File: src/logic/rspm_pkg.sv
// Constants and types for the dual-use strap / LED pin block.
// Assumes a single 200 MHz clock and a 32-bit AXI4-Lite register port.
package rspm_pkg;
   localparam int          RSPM_AW          = 4;
   localparam logic [3:0]  RSPM_OFF_STATUS  = 4'h0;
   localparam logic [3:0]  RSPM_OFF_CTRL    = 4'h4;
   localparam logic [3:0]  RSPM_OFF_LED     = 4'h8;
   localparam logic [1:0]  RSPM_RESP_OKAY   = 2'h0;
   localparam logic [1:0]  RSPM_RESP_SLVERR = 2'h2;
   // Status register fields
   localparam int          RSPM_ST_ADDR0    = 0;
   localparam int          RSPM_ST_MODE     = 1;
   localparam int          RSPM_ST_SPEED    = 2;
   localparam int          RSPM_ST_IFACE    = 3;
   localparam int          RSPM_ST_SWRST    = 6;
   localparam int          RSPM_ST_HWMODE   = 7;
   localparam int          RSPM_ST_RUN      = 8;
   // Control register fields
   localparam int          RSPM_CT_SWRST    = 0;
   localparam int          RSPM_CT_LEDTEST  = 1;
   localparam logic        RSPM_LEDTEST_RST = 1'h0;
   // Software reset pulse length
   localparam int          RSPM_CLK_MHZ     = 200;
   localparam int          RSPM_SWRST_NS    = 100;
   localparam int          RSPM_SWRST_CYC   = (RSPM_SWRST_NS * RSPM_CLK_MHZ + 999) / 1000;
   localparam logic [7:0]  RSPM_SWRST_CNT   = 8'(RSPM_SWRST_CYC);

   typedef enum logic [2:0] {
      RSPM_PH_RESET  = 3'h1,
      RSPM_PH_SAMPLE = 3'h2,
      RSPM_PH_RUN    = 3'h4
   } rspm_phase_type;

   typedef enum logic [2:0] {
      RSPM_IF_MII    = 3'h1,
      RSPM_IF_SER10  = 3'h2,
      RSPM_IF_SYM100 = 3'h4
   } rspm_iface_type;
endpackage : rspm_pkg

File: src/logic/rspm_pin_cell.sv
// One dual-use pin: strap input while held, latched level, inverted LED drive.
// Assumes hold_in and sample_en come from the reset sequencer of the top.
`timescale 1ns/1ps
module rspm_pin_cell (
   // Clock and reset
   input  wire logic aclk,
   input  wire logic aresetn,
   // Control
   input  wire logic hold_in,
   input  wire logic sample_en,
   input  wire logic status_in,
   // Pin
   input  wire logic pin_i,
   output logic      pin_o,
   output logic      pin_oe,
   output logic      latch_ff
);
   logic pin_o_ff;
   logic pin_oe_ff;

   // Level is kept until the next power-on or hardware reset exit
   always_ff @(posedge aclk) begin
      if (!aresetn) begin
         latch_ff <= 1'b0;
      end else if (sample_en) begin
         latch_ff <= pin_i;
      end
   end

   // Asserted level is the complement of the strap; deasserted equals the strap,
   // so the pull resistor and LED see no current while idle
   always_ff @(posedge aclk) begin
      if (!aresetn) begin
         pin_o_ff  <= 1'b0;
         pin_oe_ff <= 1'b0;
      end else begin
         pin_o_ff  <= latch_ff ^ status_in;
         pin_oe_ff <= !hold_in;
      end
   end

   assign pin_o  = pin_o_ff;
   assign pin_oe = pin_oe_ff;
endmodule : rspm_pin_cell

File: src/logic/rspm_pin_mux.sv
// Top of the strap / LED pin block with its AXI4-Lite register slave.
// Assumes hw_rst_n and all pin inputs are synchronous to aclk.
`timescale 1ns/1ps
//////////////////////////////////////////////////////////////////////////////
// Function
// - Pins input in reset, latch, then LEDs
// - Software reset keeps latches, pins stay outputs
// - Asserted output is inverse of latched level
// - Activity pin latch sets address bit 0
// - Activity pin shows valid link, inverted polarity
// - Mode latch plus speed selects interface
// - Collision pin shows collisions, inverted polarity
// - Latched configuration applies in hardware or software mode
module rspm_pin_mux
   import rspm_pkg::*;
(
   // Clock and power-on reset
   input  wire logic               aclk,
   input  wire logic               aresetn,
   // Device reset pin and management mode
   input  wire logic               hw_rst_n,
   input  wire logic               hw_mode,
   // Status sources
   input  wire logic               link_valid,
   input  wire logic               collision_detect,
   // Dual-use pins
   input  wire logic               addr0_activity_pin_i,
   output logic                    addr0_activity_pin_o,
   output logic                    addr0_activity_pin_oe,
   input  wire logic               iface_mode_collision_pin_i,
   output logic                    iface_mode_collision_pin_o,
   output logic                    iface_mode_collision_pin_oe,
   input  wire logic               speed_select_pin,
   // Configuration results
   output logic                    mgmt_addr0,
   output rspm_iface_type          iface_sel,
   output logic                    sw_reset,
   // AXI4-Lite write
   input  wire logic [RSPM_AW-1:0] s_axi_awaddr,
   input  wire logic               s_axi_awvalid,
   output logic                    s_axi_awready,
   input  wire logic [31:0]        s_axi_wdata,
   input  wire logic [3:0]         s_axi_wstrb,
   input  wire logic               s_axi_wvalid,
   output logic                    s_axi_wready,
   output logic [1:0]              s_axi_bresp,
   output logic                    s_axi_bvalid,
   input  wire logic               s_axi_bready,
   // AXI4-Lite read
   input  wire logic [RSPM_AW-1:0] s_axi_araddr,
   input  wire logic               s_axi_arvalid,
   output logic                    s_axi_arready,
   output logic [31:0]             s_axi_rdata,
   output logic [1:0]              s_axi_rresp,
   output logic                    s_axi_rvalid,
   input  wire logic               s_axi_rready
);
   rspm_phase_type     phase_ff;
   rspm_phase_type     nxt_phase;
   rspm_iface_type     iface_sel_ff;
   logic               mgmt_addr0_ff;
   logic               sw_reset_ff;
   logic [7:0]         sw_cnt_ff;
   logic               led_test_ff;
   logic               addr0_latch;
   logic               mode_latch;
   logic               speed_ff;
   logic               pin_hold;
   logic               sample_en;
   logic               awready_ff;
   logic               wready_ff;
   logic               aw_held_ff;
   logic               w_held_ff;
   logic [RSPM_AW-1:0] awaddr_ff;
   logic [31:0]        wdata_ff;
   logic [3:0]         wstrb_ff;
   logic               bvalid_ff;
   logic [1:0]         bresp_ff;
   logic               arready_ff;
   logic               rvalid_ff;
   logic [31:0]        rdata_ff;
   logic [1:0]         rresp_ff;
   logic               wr_exec;
   logic               ctrl_wr;
   logic [31:0]        rd_mux;
   logic               rd_hit;

   //////////////////////////////////////////////////////////////////////////
   // Reset sequencer: only power-on or the reset pin returns to input mode
   always_comb begin
      nxt_phase = phase_ff;
      case (phase_ff)
         RSPM_PH_RESET:  nxt_phase = RSPM_PH_SAMPLE;
         RSPM_PH_SAMPLE: nxt_phase = RSPM_PH_RUN;
         RSPM_PH_RUN:    nxt_phase = RSPM_PH_RUN;
         default:        nxt_phase = RSPM_PH_RESET;
      endcase
      if (!hw_rst_n) begin
         nxt_phase = RSPM_PH_RESET;
      end
   end

   always_ff @(posedge aclk) begin
      if (!aresetn) begin
         phase_ff <= RSPM_PH_RESET;
      end else begin
         phase_ff <= nxt_phase;
      end
   end

   // The strap is taken one cycle after release so the pull has settled
   assign sample_en = (phase_ff == RSPM_PH_SAMPLE) && hw_rst_n;
   // Software reset is not a term here, so the pins keep driving through it
   assign pin_hold  = !hw_rst_n || (phase_ff != RSPM_PH_RUN);

   //////////////////////////////////////////////////////////////////////////
   // Pins
   rspm_pin_cell u_addr0_cell (
      .aclk      (aclk),
      .aresetn   (aresetn),
      .hold_in   (pin_hold),
      .sample_en (sample_en),
      .status_in (link_valid | led_test_ff),
      .pin_i     (addr0_activity_pin_i),
      .pin_o     (addr0_activity_pin_o),
      .pin_oe    (addr0_activity_pin_oe),
      .latch_ff  (addr0_latch)
   );

   rspm_pin_cell u_mode_cell (
      .aclk      (aclk),
      .aresetn   (aresetn),
      .hold_in   (pin_hold),
      .sample_en (sample_en),
      .status_in (collision_detect | led_test_ff),
      .pin_i     (iface_mode_collision_pin_i),
      .pin_o     (iface_mode_collision_pin_o),
      .pin_oe    (iface_mode_collision_pin_oe),
      .latch_ff  (mode_latch)
   );

   always_ff @(posedge aclk) begin
      if (!aresetn) begin
         speed_ff <= 1'b0;
      end else if (sample_en) begin
         speed_ff <= speed_select_pin;
      end
   end

   //////////////////////////////////////////////////////////////////////////
   // Configuration outputs; hw_mode is only reported, never a term here
   always_ff @(posedge aclk) begin
      if (!aresetn) begin
         mgmt_addr0_ff <= 1'b0;
         iface_sel_ff  <= RSPM_IF_MII;
      end else begin
         mgmt_addr0_ff <= addr0_latch;
         if (!mode_latch) begin
            iface_sel_ff <= RSPM_IF_MII;
         end else if (speed_ff) begin
            iface_sel_ff <= RSPM_IF_SYM100;
         end else begin
            iface_sel_ff <= RSPM_IF_SER10;
         end
      end
   end

   assign mgmt_addr0 = mgmt_addr0_ff;
   assign iface_sel  = iface_sel_ff;
   assign sw_reset   = sw_reset_ff;

   //////////////////////////////////////////////////////////////////////////
   // AXI4-Lite write channels, taken in either order
   always_ff @(posedge aclk) begin
      if (!aresetn) begin
         aw_held_ff <= 1'b0;
         awready_ff <= 1'b0;
         awaddr_ff  <= '0;
      end else if (s_axi_awvalid && awready_ff) begin
         aw_held_ff <= 1'b1;
         awready_ff <= 1'b0;
         awaddr_ff  <= s_axi_awaddr;
      end else if (bvalid_ff && s_axi_bready) begin
         aw_held_ff <= 1'b0;
         awready_ff <= 1'b1;
      end else if (!aw_held_ff && !bvalid_ff) begin
         awready_ff <= 1'b1;
      end
   end

   always_ff @(posedge aclk) begin
      if (!aresetn) begin
         w_held_ff <= 1'b0;
         wready_ff <= 1'b0;
         wdata_ff  <= '0;
         wstrb_ff  <= '0;
      end else if (s_axi_wvalid && wready_ff) begin
         w_held_ff <= 1'b1;
         wready_ff <= 1'b0;
         wdata_ff  <= s_axi_wdata;
         wstrb_ff  <= s_axi_wstrb;
      end else if (bvalid_ff && s_axi_bready) begin
         w_held_ff <= 1'b0;
         wready_ff <= 1'b1;
      end else if (!w_held_ff && !bvalid_ff) begin
         wready_ff <= 1'b1;
      end
   end

   assign wr_exec = aw_held_ff && w_held_ff && !bvalid_ff;
   assign ctrl_wr = wr_exec && (awaddr_ff == RSPM_OFF_CTRL) && wstrb_ff[0];

   always_ff @(posedge aclk) begin
      if (!aresetn) begin
         bvalid_ff <= 1'b0;
         bresp_ff  <= RSPM_RESP_OKAY;
      end else if (wr_exec) begin
         bvalid_ff <= 1'b1;
         if ((awaddr_ff == RSPM_OFF_CTRL) || (awaddr_ff == RSPM_OFF_STATUS) ||
             (awaddr_ff == RSPM_OFF_LED)) begin
            bresp_ff <= RSPM_RESP_OKAY;
         end else begin
            bresp_ff <= RSPM_RESP_SLVERR;
         end
      end else if (s_axi_bready) begin
         bvalid_ff <= 1'b0;
      end
   end

   //////////////////////////////////////////////////////////////////////////
   // Control: LED test and software reset pulse
   always_ff @(posedge aclk) begin
      if (!aresetn) begin
         led_test_ff <= RSPM_LEDTEST_RST;
      end else if (ctrl_wr) begin
         led_test_ff <= wdata_ff[RSPM_CT_LEDTEST];
      end
   end

   // Touches no strap latch and no pin direction
   always_ff @(posedge aclk) begin
      if (!aresetn) begin
         sw_reset_ff <= 1'b0;
         sw_cnt_ff   <= '0;
      end else if (ctrl_wr && wdata_ff[RSPM_CT_SWRST]) begin
         sw_reset_ff <= 1'b1;
         sw_cnt_ff   <= RSPM_SWRST_CNT;
      end else if (sw_cnt_ff > 8'h01) begin
         sw_cnt_ff <= sw_cnt_ff - 8'h01;
      end else begin
         sw_reset_ff <= 1'b0;
         sw_cnt_ff   <= '0;
      end
   end

   //////////////////////////////////////////////////////////////////////////
   // AXI4-Lite read
   always_comb begin
      rd_mux = 32'h0;
      rd_hit = 1'b1;
      case (s_axi_araddr)
         RSPM_OFF_STATUS: begin
            rd_mux[RSPM_ST_ADDR0]                 = addr0_latch;
            rd_mux[RSPM_ST_MODE]                  = mode_latch;
            rd_mux[RSPM_ST_SPEED]                 = speed_ff;
            rd_mux[RSPM_ST_IFACE +: 3]            = iface_sel_ff;
            rd_mux[RSPM_ST_SWRST]                 = sw_reset_ff;
            rd_mux[RSPM_ST_HWMODE]                = hw_mode;
            rd_mux[RSPM_ST_RUN]                   = (phase_ff == RSPM_PH_RUN);
         end
         RSPM_OFF_CTRL: begin
            rd_mux[RSPM_CT_LEDTEST]               = led_test_ff;
         end
         RSPM_OFF_LED: begin
            rd_mux[3:0] = {iface_mode_collision_pin_oe, iface_mode_collision_pin_o,
                           addr0_activity_pin_oe, addr0_activity_pin_o};
         end
         default: rd_hit = 1'b0;
      endcase
   end

   always_ff @(posedge aclk) begin
      if (!aresetn) begin
         arready_ff <= 1'b0;
         rvalid_ff  <= 1'b0;
         rdata_ff   <= '0;
         rresp_ff   <= RSPM_RESP_OKAY;
      end else if (s_axi_arvalid && arready_ff) begin
         arready_ff <= 1'b0;
         rvalid_ff  <= 1'b1;
         rdata_ff   <= rd_mux;
         rresp_ff   <= rd_hit ? RSPM_RESP_OKAY : RSPM_RESP_SLVERR;
      end else if (rvalid_ff && s_axi_rready) begin
         rvalid_ff  <= 1'b0;
         arready_ff <= 1'b1;
      end else if (!rvalid_ff) begin
         arready_ff <= 1'b1;
      end
   end

   assign s_axi_awready = awready_ff;
   assign s_axi_wready  = wready_ff;
   assign s_axi_bvalid  = bvalid_ff;
   assign s_axi_bresp   = bresp_ff;
   assign s_axi_arready = arready_ff;
   assign s_axi_rvalid  = rvalid_ff;
   assign s_axi_rdata   = rdata_ff;
   assign s_axi_rresp   = rresp_ff;
endmodule : rspm_pin_mux

File: config.mk
export PLATFORM = sky130hd
export DESIGN_NAME = rspm_pin_mux
export DESIGN_NICKNAME = d
export VERILOG_FILES = /design/src/logic/rspm_pkg.sv /design/src/logic/rspm_pin_cell.sv /design/src/logic/rspm_pin_mux.sv
export SDC_FILE = /design/constraint.sdc
export NUM_CORES = 1
export LEC_CHECK = 0
export ABC_AREA = 1
export BUFFER_PORTS_ARGS = -buffer_cell sky130_fd_sc_hd__buf_2
export CAP_MARGIN = 10
export CORE_ASPECT_RATIO = 1.25
export CORE_MARGIN = 1
export CORE_UTILIZATION = 35
export DETAILED_ROUTE_END_ITERATION = 12
export GPL_TIMING_DRIVEN = 0
export PLACE_DENSITY = 0.63
export SYNTH_ARGS = -nofsm -noshare
export SYNTH_HDL_FRONTEND = slang
export SYNTH_SLANG_ARGS = --single-unit
File: constraint.sdc
create_clock -name aclk -period 3.2 [get_ports aclk]
set_clock_uncertainty 0.15 [all_clocks]
set_input_delay 0 -clock aclk [delete_from_list [all_inputs] [get_ports aclk]]
set_output_delay 0 -clock aclk [all_outputs]
set_load 0.02 [all_outputs]
* After elaboration in Yosys (flattened, before gate mapping) *
Index checks and enable logic that the tools add are counted.

storage, ports and cells
  bits in registers = 50
  bits of input ports = 58
  output and inout port bits = 50
  word-level logic and storage cells = 107

cells by class
  add/subtract/negate cells = 1
  order comparisons = 1
  equality and inequality tests = 10
  muxes and demuxes = 26
  bitwise operators = 6
  reduce and logical (&&, ||, !) cells = 37

operators by type and width
  operator                                                              number
  1-bit 2-to-1 mux                                                      16
  5-bit 2-to-1 mux                                                      3
  1-bit logical AND                                                     13
  2-bit nonzero test                                                    6
  4-bit by 3-bit == test with 1-bit output, second input constant       2
  4-bit == test, second input constant                                  2
  8-bit by 1-bit > comparator with 1-bit output, second input constant  1
  4-bit zero test                                                       2
  2-bit OR reduction                                                    4
  8-bit by 1-bit subtractor with 8-bit output, second input constant    1
  3-bit one-hot mux with 2 select lines                                 1
  3-bit OR reduction                                                    2
  1-bit zero test                                                       5
  2-bit 2-to-1 mux                                                      2
  2-bit one-hot mux with 2 select lines                                 1
  2-bit AND reduction                                                   2
  3-bit by 1-bit == test with 1-bit output, second input constant       1
  3-bit by 2-bit == test with 1-bit output, second input constant       1
  3-bit == test, second input constant                                  1
  1-bit logical OR                                                      3
  3-bit 2-to-1 mux                                                      1
  3-bit != test, second input constant                                  1
  1-bit one-hot mux with 3 select lines                                 1
  2-bit by 1-bit != test with 1-bit output, second input constant       1
  5 further kinds                                                       8

* Logic depth before layout (Yosys ltp) *
Gate-level depths: netlist of run 1.

  word-level depth = 6
  gate-level depth with buffers = 7
  mapped depth without buffers = 7

* By module *
From an unflattened synthesis of run 1, not the netlist that was laid out.

unflattened totals
  cells, all modules = 299
  area, all modules = 2230.9 µm²

modules (own cells, without submodules)
  module         times used  cells each  area each (µm²)  seq. area each (µm²)
  rspm_pin_mux   1           271         2028.2           860.8
  rspm_pin_cell  2           14          101.3            60.1

* Worst setup path before layout of run 1 *
Ideal clock, no wire load.

  path type = register -> register
  start point = reg sw_cnt_ff[0]
  end point = reg sw_cnt_ff[5]
  setup time = 0.064 ns
  arrival = 1.143 ns
  required time = 2.986 ns
  setup slack = 1.843 ns
  stages on the path, launching flop included = 8
  buffers on the path = 0
  period minus slack after synthesis = 1.357 ns
  path through = dfxtp_1 > inv_1 > ha_1 > o21ai_1 > nor2_2 > nor2_4 > nand2_4 > nor2_1

between the ends
  cells in the longest elaborated chain, start to end = 3
  elaborated cells on any way between the ends = 4
  those cells by class = 1 x add/sub; 1 x order compare; 1 x bitwise; 1 x reduce/logical

ends and longest elaborated chain
  what                                           line                 text
  start, declared                                rspm_pin_mux.sv:63   logic [7:0] sw_cnt_ff;
  start signal, assigned                         rspm_pin_mux.sv:249  sw_cnt_ff <= sw_cnt_ff - 8'h01;
  8-bit by 1-bit > comparator with 1-bit output  rspm_pin_mux.sv:248  end else if (sw_cnt_ff > 8'h01) begin
  1-bit inverter (no line)                       -
  3-bit OR reduction (no line)                   -

Parallel ways exist; a longest one is shown, timed or not.
A chain may end at the register's enable or synchronous reset.

* Worst setup path after layout of run 1 *
  start point = in s_axi_araddr[1]
  end point = reg rdata_ff[8] (netlist: s_axi_rdata[8])

between the ends
  cells in the longest elaborated chain, start to end = 2

ends and longest elaborated chain
  what                  line                 text
  start, declared       rspm_pin_mux.sv:50   input wire logic [RSPM_AW-1:0] s_axi_araddr,
  4-bit zero test       rspm_pin_mux.sv:261  case (s_axi_araddr)
  5-bit 2-to-1 mux      rspm_pin_mux.sv:261
  end signal, assigned  rspm_pin_mux.sv:291  rdata_ff <= rd_mux;
  end, declared         rspm_pin_mux.sv:81   logic [31:0] rdata_ff;

Every way passes these cells.

==> results of run 1 <==
==> sequential cells by signal (all words and copies together) (netlist names), 2 cells and up <==
| register | flops |
|---|---|
| iface_sel | 3 |
| sw_cnt_ff | 8 |
| awaddr_ff | 4 |
| phase_ff | 3 |
| wdata_ff | 2 |
| s_axi_rdata | 9 |
==> logic make-up (layout without fill, tap and decap cells) <==
group	count (synthesis)	count (layout)
AO/OA/AOI/OAI	32	32
AND/OR/NAND/NOR	127	127
other	1	25
adder cells (fa/ha/maj)	2	2
flip-flops	48	48
XOR/XNOR	6	6
buffers and inverters	60	157
==> worst paths after layout <==
kind | to | slack [ns] | depth (start not counted) | start
worst max-delay path | s_axi_rdata[8]$_SDFFE_PN0P_ | 0.76 | 7 | s_axi_araddr[1]
worst min register to register | s_axi_rdata[1]$_SDFFE_PN0P_ | 0.30 | 2 | s_axi_rdata[1]$_SDFFE_PN0P_
worst max register to register | s_axi_rdata[8]$_SDFFE_PN0P_ | 1.43 | 5 | s_axi_arready$_SDFFE_PP0P_
worst min-delay path | s_axi_rdata[1]$_SDFFE_PN0P_ | 0.30 | 2 | s_axi_rdata[1]$_SDFFE_PN0P_
==> report_power, final <==
part	switching (mW)	internal, mW
clock	0.201	0.176
combinational	0.241	0.182
sequential	0.0387	0.649
==> cell usage after synthesis, types with 3 or more instances <==
| cell type | count |
|---|---|
| nand2_1 | 54 |
| inv_2 | 3 |
| inv_1 | 27 |
| buf_4 | 28 |
| nand3_1 | 24 |
| nor2_2 | 12 |
| xor2_1 | 6 |
| o21ai_1 | 5 |
| a21oi_1 | 11 |
| o21ai_0 | 11 |
| nor2_1 | 26 |
| dfxtp_1 | 48 |
| nor2_4 | 3 |
==> layer usage <==
| layer | track usage [%] | routed length [um] |
|---|---|---|
| met1 | 16.28 | 1973 |
| met2 | 27.44 | 2452 |
| met3 | 3.795 | 229 |
| met4 | 8.734 | 143 |
| met5 | 0 | 0 |
==> cell usage in the layout, fill, tap and decap left out, types with 12 or more instances in the layout <==
cell	count
nand2_1	54
buf_2	49
nor2_1	26
dlygate4sd3_1	41
conb_1	25
inv_1	27
dfxtp_1	48
buf_4	28
nand3_1	24
nor2_2	12
==> tightest hold or removal path, stage by stage, from the launching register on <==
cell and delay, ns:
dfxtp_1 0.32, nand2_1 0.06, nand2_1 0.04
==> metrics by stage <==
stage | worst slack (ns) | instance area, um2
2_1_floorplan | 1.843 | 2240
3_3_place_gp | 1.729 | 2582
3_5_place_dp | 1.716 | 2582
4_1_cts | 0.8010 | 3087
5_1_grt | 0.7085 | 3087
6_report | 0.7594 | 3087
==> final cells by class <==
| cell class | instances | area share (%) |
|---|---|---|
| buffer | 29 | 6.972 |
| clock buffer | 7 | 2.797 |
| clock inverter | 1 | 0.2432 |
| inverter | 31 | 3.851 |
| multi-input combinational | 192 | 30.60 |
| sequential | 48 | 31.13 |
| tap | 82 | 3.324 |
| timing repair buffer | 89 | 21.08 |
==> impl_metrics.yaml, run 1 <==
outcome:
  status: "complete, no violations"
floorplan:
  rows: 31
  dieArea_um2: 6461
  die_h_um: 89.62
  start_util_pct: 36.70
  die_w_um: 72.10
  boundaryPins: 108
  core_area_um2: 5857
clock_tree:
  cts_buffer_depth: 2
  clkTransAtPathRegs_ns: 0.09
  cts-buffers-inserted: 5
  root_buffer: "clkbuf_8"
  cts_sinks: 48
  htreeDepth: 2
  postCtsSetupBuffers: 0
  clk_latency_ns: 0.30
  cts_hold_buf: 41
  cts_resized: 0
  cts_tree: "built"
detailed_routing:
  ant_nets: 0
  drt_iter0_drc: 58
  viasPerCell: 4.223
  drc: 0
  first_pass_iters: 4
  wl_per_cell_um: 10.02
  routed_wl_um: 4799
  vias: 2023
logic_synthesis:
  syn_inst: 276
  ys.flop_type: "dfxtp_1"
  synthMuxAreaShare_pct: 0
  synth_edf_count: 0
  synthXorXnorAreaFrac_pct: 2.445
  async_flop_share_pct: 0
  synth_top_family_by_area: "simple AND/OR/NAND/NOR gates"
  ys_seq_area_share_pct: 44.70
  synth.ff_latch_count: 48
  ys_types: 27
  synth-simple-area-share_pct: 27.82
  synthesis.area_um2: 2150
  synth_top_area_share_pct: 44.70
  yosys_warnings: 0
  synth_compound_area_share_pct: 8.149
  avgSynthCellArea_um2: 7.788
  synth_area_leaders: "dfxtp_1, buf_4, nand2_1"
  synth.largest_area_cell: "dfxtp_1"
  synth_fa_ha_area_share_pct: 1.164
global_routing:
  antenna_found_initial: 0
  grt_usage_pct: 15.25
  gr-total-overflow: 0
  grt_max_degree: 15
  first_global_vias: 1775
  grt_pass1_wl_um: 7631
setup_path:
  path_buf_inv: 4
  path_class: "primary input to register"
  cp-end-kind: "register"
  cp_common_cell: "dlygate4sd3_1"
  start_kind: "primary input"
  path_delay_family: "buffers and inverters"
  cp_slowest_cell: "dlygate4sd3_1"
  path_cells: "dlygate4sd3_1 > buf_2 > nor2_4 > dlygate4sd3_1 > nand3_2 > dlygate4sd3_1 > o31ai_2"
  critical_path_peak_fanout: 9
  worstPathArrival_ns: 2.52
  cp.required_ns: 3.28
  slowest_delay_ns: 0.76
layout:
  fin_cells: 479
  utilization_pct: 52.70
  num-nets-final: 456
  area_growth_pct: 43.60
  fillers: 594
  diodes: 0
  drive_gt1_share_pct: 27.46
  multi_input_area_um2: 944.7
  seqCellArea_um2: 960.9
power:
  vdd_drop_max_mv: 0.2500
  p_total_mw: 1.488
  cellPowerDensity_nw_per_um2: 482.0
  leakagePower_nw: 1.563
timing:
  worst_hold_slack_ns: 0.3046
  fin_setup_tns_ns: 0
  finalHoldViolCount: 0
  rsz0062_at_grt: "false"
  setup_viol: 0
  fmax_mhz: 409.7
  slew_violations: 0
  timing.final.crit_share_pct: 76.27
  min_period_ns: 2.441
placement:
  detailed_place_hpwl_um: 3261
  gp_congestion: 0.8449
  place_inst: 430
  io_buffers: 48
run:
  drv_cap: 0
min_path:
  hp-class: "register to register"
Note: power is estimated with default switching activity, not from simulation.
==> inputs of run 2 (changes only) <==
PLACE_DENSITY = 0.65   (was 0.63)
clock period = 1.96 ns   (was 3.2 ns; I/O delays follow)
==> impl_metrics.yaml, run 2 (synthesis gave the netlist of run 1 again) <==
layout:
  utilization_pct: 52.49
  final_area_um2: 3074
  area_growth_pct: 43.02
  fin_cells: 477
  largest_register_ffs: 9
  final_cell_mix: "nand2_1, buf_2, dfxtp_1, dlygate4sd3_1, buf_4"
  drive_gt1_share_pct: 27.59
  final_common_cell: "nand2_1"
  num-nets-final: 455
  diodes: 0
placement:
  io_buffers: 48
  pre_cts_ws_ns: 0.4738
  dpl-instance-area_um2: 2582
  detailed_place_hpwl_um: 3356
  gp_congestion: 0.8335
  place_inst: 430
setup_path:
  slowest_delay_ns: 0.65
  cp.required_ns: 2.03
  path_delay_family: "buffers and inverters"
  worstPathArrival_ns: 1.92
  path_cells: "dlygate4sd3_1 > buf_2 > nor2_2 > nand3_2 > dlygate4sd3_1 > o31ai_2"
  start_kind: "primary input"
  cp_common_cell: "dlygate4sd3_1"
  cp-end-kind: "register"
  cp_slowest_cell: "dlygate4sd3_1"
  path_buf_inv: 3
  r2r_setup_slack_ns: 0.12
  path_class: "primary input to register"
  critical_path_peak_fanout: 5
detailed_routing:
  ant_nets: 0
  routed_wl_um: 4765
  first_pass_iters: 4
  wl_per_cell_um: 9.990
  drt_iter0_drc: 53
  drc: 0
  vias: 1991
  viasPerCell: 4.174
timing:
  setup_viol: 0
  worst_hold_slack_ns: 0.3031
  min_period_ns: 1.848
  finalWorstSetupSlack_ns: 0.1120
  finalHoldViolCount: 0
  slew_violations: 0
  fmax_mhz: 541.1
  rsz0062_at_grt: "false"
  timing.final.crit_share_pct: 94.29
  fin_setup_tns_ns: 0
global_routing:
  met3_usage_pct: 4.353
  busiest_layer: "met2"
  gr-total-overflow: 0
  grt_max_degree: 15
  antenna_found_initial: 0
  grt_usage_pct: 15.24
  first_global_vias: 1764
  gr-usage-met1_pct: 16.06
  grtUsageMet2_pct: 28.21
  grt_pass1_wl_um: 7507
power:
  pwr-share-clk_pct: 25.1
  leakagePower_nw: 1.556
  p_switching_uw: 775.6
  switching_share_pct: 32.16
  cellPowerDensity_nw_per_um2: 784.5
  p_total_mw: 2.412
  seqPwrFrac_pct: 46.6
  vdd_drop_max_mv: 0.5043
  power_frac_comb_pct: 28.4
  internal_power_mw: 1.636
clock_tree:
  root_buffer: "clkbuf_8"
  cts_resized: 0
  cts_buffer_depth: 2
  cts_sinks: 48
  clkTransAtPathRegs_ns: 0.09
  htreeDepth: 2
  cts-buffers-inserted: 5
  clk_latency_ns: 0.30
  cts_tree: "built"
floorplan:
  die_h_um: 89.62
  boundaryPins: 108
  dieArea_um2: 6461
  die_w_um: 72.10
  start_util_pct: 36.70
  rows: 31
  core_area_um2: 5857
run:
  drv_cap: 0
outcome:
  status: "complete, no violations"
min_path:
  hp-class: "register to register"
==> run 2: changes by cell type in the layout (fill, tap and decap cells not counted), sizes merged <==
| cell | change |
|---|---|
| clkbuf | -1 |
| clkinv | +1 |
| clkinvlp | -1 |
| dlygate4sd3 | -1 |
==> run 2: cell type report <==
type,count,area (um2)
plain buffers,29,215.2
clock buffers,6,82.58
clock inverters,1,8.758
fillers,598,2783
inverters,31,118.9
multi-input cells,192,944.7
flip-flops and latches,48,960.9
well taps,82,102.6
repair buffers,88,640.6
==> run 2: worst register-to-register path: stages, from the launching register on <==
cell and delay (ns):
dfxtp_1 0.36, nand2_1 0.16, inv_2 0.15, nand3_2 0.09, dlygate4sd3_1 0.65, o31ai_2 0.21
==> run 2: timing repair <==
| action | in CTS | in global routing |
|---|---|---|
| buffers inserted | 0 | 0 |
| hold buffers | 40 | 0 |
| setup endpoints to repair | 0 | 0 |
| hold endpoints to repair | 36 | 0 |
==> run 2: routing by layer <==
metal / up-vias / part of all wire (%)
li1: 1059 / -
met1: 870 / 40
met2: 50 / 53
met3: 12 / 4.0
met4: 0 / 2.7
met5: - / 0
==> run 2: path summary, 6_finish.rpt <==
check                                                 from                           to  cells after the start
worst min-delay path               sw_cnt_ff[0]$_SDFF_PP0_      sw_cnt_ff[0]$_SDFF_PP0_                      1
worst max register to register  s_axi_arready$_SDFFE_PP0P_  s_axi_rdata[8]$_SDFFE_PN0P_                      5
worst max-delay path                       s_axi_araddr[2]  s_axi_rdata[8]$_SDFFE_PN0P_                      6
worst min register to register     sw_cnt_ff[0]$_SDFF_PP0_      sw_cnt_ff[0]$_SDFF_PP0_                      1
==> run 2: power groups by stage <==
| stage | combinational (mW) | sequential (mW) | clock [mW] |
|---|---|---|---|
| global route | 0.783 | 1.13 | 0.661 |
| CTS | 0.689 | 1.12 | 0.626 |
| floorplan | 0.502 | 1.15 | 0 |
| finish | 0.684 | 1.12 | 0.604 |
| detailed placement | 0.630 | 1.15 | 0 |
| global placement | 0.617 | 1.15 | 0 |
